$ cat src/design/nber_regs.svh
// Behaviour
// - Nine storage bits, one per data input, each with its own output.
// - One clock and one output-drive control shared by all nine bits.
// - Bits capture their data only on a rising edge of the device clock.
// - Drive control low: stored nine-bit value appears on the outputs.
// - Drive control high: all nine outputs are high impedance.
// - Drive control never touches storage; load, hold, clear keep working.
// - Clear low forces every bit to zero; enabled outputs then read low.
// - New data is accepted only while clear is held high.
// - Load gate low, clear high: rising edge moves inputs into storage.
// - Load gate high, clear high: stored value and outputs stay unchanged.
`ifndef NBER_REGS_SVH
`define NBER_REGS_SVH

// ---------------------------------------------------------------
// Widths and reset values
// ---------------------------------------------------------------
`define NBER_WIDTH 9
`define NBER_SYNC_DEPTH 3
`define NBER_PIN_COUNT 12
`define NBER_PIN_DATA_LSB 0
`define NBER_PIN_LOAD 9
`define NBER_PIN_OE 10
`define NBER_PIN_CLK 11
`define NBER_STORE_RST 9'h000
`define NBER_OE_N_RST 9'h1FF
`define NBER_PINS_RST 12'hE00

`endif

$ cat src/design/nber_pkg.sv
// ---------------------------------------------------------------
// Types shared by the register block
// ---------------------------------------------------------------
package nber_pkg;

    // Gray sequence clear -> hold -> load -> hold
    typedef enum logic [1:0] {
        NBER_CLEAR = 2'h0,
        NBER_HOLD = 2'h1,
        NBER_LOAD = 2'h3
    } nber_func_type;

endpackage

$ cat src/design/nber_pin_if.sv
`timescale 1ns/1ps
`include "nber_regs.svh"

// ---------------------------------------------------------------
// Cleaned pin levels passed from the synchroniser to the storage
// ---------------------------------------------------------------
interface nber_pin_if;
    logic [`NBER_WIDTH-1:0] data;
    logic load_n;
    logic oe_n;
    logic rise;
    logic wipe_ok;

    modport src (output data, output load_n, output oe_n, output rise,
                 output wipe_ok);
    modport dst (input data, input load_n, input oe_n, input rise,
                 input wipe_ok);
endinterface

$ cat src/design/nber_pin_sync.sv
`timescale 1ns/1ps
`include "nber_regs.svh"

module nber_pin_sync
    import nber_pkg::*;
(
    input wire logic clk_i,
    input wire logic nrst_i,
    input wire logic edge_clock_i,
    input wire logic wipe_n_i,
    input wire logic load_n_i,
    input wire logic oe_n_i,
    input wire logic [`NBER_WIDTH-1:0] data_i,
    nber_pin_if.src pins
);

    // ---------------------------------------------------------------
    // Three-stage chains for the level pins
    // ---------------------------------------------------------------
    logic [`NBER_PIN_COUNT-1:0] raw;
    logic [`NBER_PIN_COUNT-1:0] s1_r, s2_r, s3_r;
    logic [`NBER_PIN_COUNT-1:0] agreed_r, agreed_nxt;
    logic rise_r, rise_nxt;
    logic clear_rst_n;
    logic [`NBER_SYNC_DEPTH-1:0] wipe_r, wipe_nxt;

    assign raw = {edge_clock_i, oe_n_i, load_n_i, data_i};
    assign clear_rst_n = nrst_i & wipe_n_i;

    // Accept a new level only once stages two and three agree
    genvar gi;
    generate
        for (gi = 0; gi < `NBER_PIN_COUNT; gi++) begin : g_pin
            always_comb begin
                agreed_nxt[gi] = agreed_r[gi];
                if (s2_r[gi] == s3_r[gi]) begin
                    agreed_nxt[gi] = s3_r[gi];
                end
            end
        end
    endgenerate

    // One pulse per accepted low-to-high clock level
    always_comb begin
        rise_nxt = agreed_nxt[`NBER_PIN_CLK] & ~agreed_r[`NBER_PIN_CLK];
    end

    always_ff @(posedge clk_i or negedge nrst_i) begin
        if (!nrst_i) begin
            s1_r <= `NBER_PINS_RST;
            s2_r <= `NBER_PINS_RST;
            s3_r <= `NBER_PINS_RST;
            agreed_r <= `NBER_PINS_RST;
            rise_r <= 1'b0;
        end else begin
            s1_r <= raw;
            s2_r <= s1_r;
            s3_r <= s2_r;
            agreed_r <= agreed_nxt;
            rise_r <= rise_nxt;
        end
    end

    // ---------------------------------------------------------------
    // Clear: asserts at once, releases through three stages
    // ---------------------------------------------------------------
    // Async assert keeps the clear clockless; sync release avoids a
    // half-released register on a load edge near the release.
    always_comb begin
        wipe_nxt = {wipe_r[`NBER_SYNC_DEPTH-2:0], 1'b1};
    end

    always_ff @(posedge clk_i or negedge clear_rst_n) begin
        if (!clear_rst_n) begin
            wipe_r <= 3'h0;
        end else begin
            wipe_r <= wipe_nxt;
        end
    end

    assign pins.data = agreed_r[`NBER_WIDTH-1:0];
    assign pins.load_n = agreed_r[`NBER_PIN_LOAD];
    assign pins.oe_n = agreed_r[`NBER_PIN_OE];
    assign pins.rise = rise_r;
    assign pins.wipe_ok = wipe_r[2] & wipe_r[1];

endmodule

$ cat src/design/nber_top.sv
`timescale 1ns/1ps
`include "nber_regs.svh"

module nber_top
    import nber_pkg::*;
(
    input wire logic clk_i,
    input wire logic nrst_i,
    input wire logic edge_clock_i,
    input wire logic wipe_n_i,
    input wire logic load_n_i,
    input wire logic oe_n_i,
    input wire logic [`NBER_WIDTH-1:0] data_i,
    output logic [`NBER_WIDTH-1:0] data_o,
    output logic [`NBER_WIDTH-1:0] data_oe_n_o,
    output logic [1:0] func_o
);

    // ---------------------------------------------------------------
    // Pin cleaning
    // ---------------------------------------------------------------
    nber_pin_if pins ();

    nber_pin_sync u_sync (
        .clk_i(clk_i),
        .nrst_i(nrst_i),
        .edge_clock_i(edge_clock_i),
        .wipe_n_i(wipe_n_i),
        .load_n_i(load_n_i),
        .oe_n_i(oe_n_i),
        .data_i(data_i),
        .pins(pins)
    );

    // ---------------------------------------------------------------
    // Storage bits
    // ---------------------------------------------------------------
    logic clear_rst_n;
    logic [`NBER_WIDTH-1:0] store_r, store_nxt;
    logic [`NBER_WIDTH-1:0] oe_n_r, oe_n_nxt;
    nber_func_type func_r, func_nxt;
    logic take;

    // Clear pin resets storage directly, no clock edge needed
    assign clear_rst_n = nrst_i & wipe_n_i;

    // Load only on an accepted rising edge with gate low, clear released
    assign take = pins.rise & ~pins.load_n & pins.wipe_ok;

    genvar gi;
    generate
        for (gi = 0; gi < `NBER_WIDTH; gi++) begin : g_bit
            // Each bit follows only its own input line
            always_comb begin
                store_nxt[gi] = store_r[gi];
                if (take) begin
                    store_nxt[gi] = pins.data[gi];
                end
            end

            // Shared drive control, one enable per output line
            always_comb begin
                oe_n_nxt[gi] = pins.oe_n;
            end
        end
    endgenerate

    // Storage is cleared by the pin; the drive enable is not
    always_ff @(posedge clk_i or negedge clear_rst_n) begin
        if (!clear_rst_n) begin
            store_r <= `NBER_STORE_RST;
        end else begin
            store_r <= store_nxt;
        end
    end

    // Drive enable lives apart so clear and drive never interact
    always_ff @(posedge clk_i or negedge nrst_i) begin
        if (!nrst_i) begin
            oe_n_r <= `NBER_OE_N_RST;
        end else begin
            oe_n_r <= oe_n_nxt;
        end
    end

    // ---------------------------------------------------------------
    // Function indicator
    // ---------------------------------------------------------------
    // Shows the last action taken; handy when the pins are hi-Z
    always_comb begin
        case (func_r)
            NBER_CLEAR: begin
                func_nxt = pins.wipe_ok ? NBER_HOLD : NBER_CLEAR;
            end
            NBER_HOLD: begin
                func_nxt = take ? NBER_LOAD : NBER_HOLD;
            end
            NBER_LOAD: begin
                func_nxt = take ? NBER_LOAD : NBER_HOLD;
            end
            default: begin
                func_nxt = NBER_CLEAR;
            end
        endcase
    end

    always_ff @(posedge clk_i or negedge clear_rst_n) begin
        if (!clear_rst_n) begin
            func_r <= NBER_CLEAR;
        end else begin
            func_r <= func_nxt;
        end
    end

    assign data_o = store_r;
    assign data_oe_n_o = oe_n_r;
    assign func_o = func_r;

endmodule

$ cat config.mk
export PLATFORM = sky130hd
export DESIGN_NAME = nber_top
export DESIGN_NICKNAME = d
export VERILOG_FILES = /design/src/design/nber_pkg.sv /design/src/design/nber_pin_if.sv /design/src/design/nber_pin_sync.sv /design/src/design/nber_top.sv
export VERILOG_INCLUDE_DIRS = /design/src /design/src/design
export SDC_FILE = /design/constraint.sdc
export NUM_CORES = 1
export LEC_CHECK = 0
export ABC_AREA = 1
export ABC_CLOCK_PERIOD_IN_PS = 1310
export BUFFER_PORTS_ARGS = -buffer_cell sky130_fd_sc_hd__buf_2
export CORE_MARGIN = 1
export CORE_UTILIZATION = 58
export CTS_CLUSTER_SIZE = 20
export DETAILED_ROUTE_END_ITERATION = 6
export HOLD_SLACK_MARGIN = 0.15
export PLACE_DENSITY_LB_ADDON = 0.08
export SETUP_SLACK_MARGIN = 0.2
export SLEW_MARGIN = 20
export SYNTH_ARGS = -nofsm -noshare
export SYNTH_HDL_FRONTEND = slang
export SYNTH_HIERARCHICAL = 1
export SYNTH_SLANG_ARGS = --single-unit
$ cat constraint.sdc
create_clock -name clk_i -period 1.31 [get_ports clk_i]
set_input_delay 0.131 -clock clk_i [delete_from_list [all_inputs] [get_ports clk_i]]
set_output_delay 0.131 -clock clk_i [all_outputs]
set_load 0.02 [all_outputs]
==> results.yml <==
sta:
  finalHoldViolCount: 0
  skew_ns: 0.00655
  rsz0062_at_grt: "true"
  slew_violations: 0
  layout_min_cycle_time_ns: 1.23
  fmax_ghz: 0.813
  setup_viol: 0
  worst_slack_ns: 0.0802
  slew_headroom_pct: 44.2
  min_period_over_period_pct: 93.9
  tns_ns: 0
  worst_slew_pin_slew_ns: 0.838
final_layout:
  final_area_um2: 2590
  final_layout_size_suffix_gt1_share_pct: 29.1
  syn_to_final_growth_pct: 19.3
  num_antenna_cells: 0
  final_nets: 233
  finalNonFillerCells: 269
global_routing:
  gr-max-usage-layer: "met2"
  first_global_vias: 1278
  grt.met3_usage_pct: 6.88
  grt-ovfl-total: 0
  met1_usage_pct: 24.6
  antenna_found_initial: 0
  grt.met2_usage_pct: 29.8
  grt_max_degree: 33
  grt_util_all_layers_pct: 19.7
  grt_pass1_wl_um: 5650
worst_setup_path:
  reg2reg_slack_ns: 0.29
  setup.worst_path.end_class: "output pin"
  cp_num_buf_inv: 1
  cp_max_fo: 9
  rr_startpoint: "u_sync/pins.rise"
  crit_start: "data_oe_n_o[0]"
  crit_family: "flip-flops"
  cp-start-kind: "flip-flop"
  worst_path_max_delay_cell: "dfstp_2"
  cp.arrival_ns: 1.10
  path_cells: "buf_2"
  crit_type: "flip-flop to output pin"
  required_ns: 1.18
  critPathMaxStageDelay_ns: 0.59
floorplanning:
  die_x_um: 63.2
  die_area_um2: 3990
  start_util_pct: 62.6
  design.core.area_um2: 3470
  die_y_um: 63.2
  io_pins: 35
  core.rowCount: 21
logic_synthesis:
  ys.flop_type: "dfrtp_1"
  synthSimpleGateAreaFrac_pct: 11.8
  synth_top_area_share_pct: 58.8
  syn_area_um2: 2170
  synth_cell_types: 15
  synth_xor_xnor_area_share_pct: 0
  ys_seq_area_share_pct: 74.6
  synth_nets: 188
  synth_top_family_by_area: "simple AND/OR/NAND/NOR gates"
  synth_area_leader_cell: "dfrtp_1"
  async_flop_share_pct: 100
  avgSynthCellArea_um2: 12.5
  synthTopCellsByArea: "dfrtp_1 59%, dfstp_2 16%, buf_4 5.9%"
  synth_compound_area_share_pct: 3.17
  yosys-top-cells-count: "51 x dfrtp_1, 34 x nand2_1, 17 x buf_4, 16 x inv_1"
  synth-seq-cells: 64
  yosys.area_share.adder_pct: 0
  synth_edf_count: 0
  synthCells: 173
  synth.most_common_cell: "dfrtp_1"
  synth_mux_area_share_pct: 0
  yosysWarningCount: 6
place:
  placed_area_um2: 2270
  hpwlAfterDp_um: 2070
  gp_congestion: 0.767
  place_inst: 237
  port_buffers: 34
  preCtsSetupSlack_ns: 0.316
drt:
  first_pass_iters: 4
  vias: 1267
  antenna_left: 0
  via_per_inst: 4.71
  drt_iter0_markers: 51
  wirelength_um: 3210
  drc: 0
  post_drt_wl_per_cell_um: 11.9
pwr:
  power_density_nw_per_um2: 1580
  power_uw: 4090
  p_leak_uw: 0.00132
  vdd_drop_max_mv: 1.06
cts:
  cts.htree.levels: 3
  clk_pin_slew_worst_paths_ns: 0.06
  post_cts_buffers: 0
  cts_buffer_depth: 2
  clock_latency_ns: 0.32
  cts_made_buffers: 9
  cts_sinks: 64
  ctsRootBufferMaster: "clkbuf_8"
  tritoncts: "done"
min_path:
  min_path_type: "input pin to asynchronous set/reset pin"
outcome:
  status: "finished, final reports clean"
run:
  cap_violations: 0
## placed cells by master, fill, tap and decap left out
cell type,n
a21oi_1,12
buf_2,32
buf_4,5
clkbuf_1,6
clkbuf_8,9
clkinv_2,1
conb_1,1
dfrtp_1,51
dfstp_2,13
dlygate4sd3_1,15
dlymetal6s4s_1,1
inv_1,16
inv_2,1
inv_6,1
nand2_1,34
nand3_4,1
nand4_1,9
nor2_1,13
nor2_2,1
o21ai_2,1
## worst paths after layout
| kind | cells past startpoint | to |
|---|---|---|
| worst min register to register | 0 | u_sync/s2_r[2] |
| worst min-delay path | 3 | u_sync/agreed_r[3] |
| worst max-delay path | 1 | data_oe_n_o[6] |
| worst max register to register | 3 | data_o[0] |
| min in group clk_i | 0 | u_sync/s2_r[2] |
| max in group asynchronous | 5 | u_sync/wipe_r[2] |
## routing by layer
metal / wire [um] / vias up / share of wire (%)
li1: - / 612 / -
met1: 1420 / 619 / 44
met2: 1600 / 29 / 50
met3: 123 / 7 / 3.8
met4: 68 / 0 / 2.1
met5: 0 / - / 0
## area by class of cell
cell class              instances  area [um2]
repair buffers                 53         360
clock inverters                 1        5.00
fillers                       243         880
well taps                      46        57.6
flip-flops and latches         64        1620
inverters                      18        72.6
clock buffers                  15         146
multi-input cells              72         329
## power breakdown
group | internal, uW | switching [uW]
sequential | 2180 | 112
combinational | 184 | 303
clock | 688 | 627
total | 3050 | 1040
## registers in the layout, summed over array words and instances, names as in the netlist
name              count
data_o                9
func_o                2
u_sync/s3_r          12
u_sync/agreed_r      12
u_sync/s1_r          12
u_sync/pins.rise      1
u_sync/s2_r          12
u_sync/wipe_r         3
data_oe_n_o           1
## kinds of logic after synthesis
group / count (synthesis)
flip-flops: 64
buffers and inverters: 37
AO/OA/AOI/OAI: 13
other: 1
AND/OR/NAND/NOR: 58
## per-stage QoR
| step | hold slack [ns] | utilization, % |
|---|---|---|
| global placement | 0.0432 | 65.4 |
| detailed placement | 0.0524 | 65.4 |
| global route | 0.256 | 74.6 |
| finish | 0.179 | 74.6 |
| floorplan | -0.165 | - |
| CTS | 0.347 | 74.6 |
## repair_timing
action,CTS,global route
hold buffers,16,0
setup endpoints to repair,9,27
hold endpoints to repair,72,0
gates cloned,0,0
resized for setup,2,1
pin swaps,0,0
Note: power is estimated with default switching activity, not from simulation.
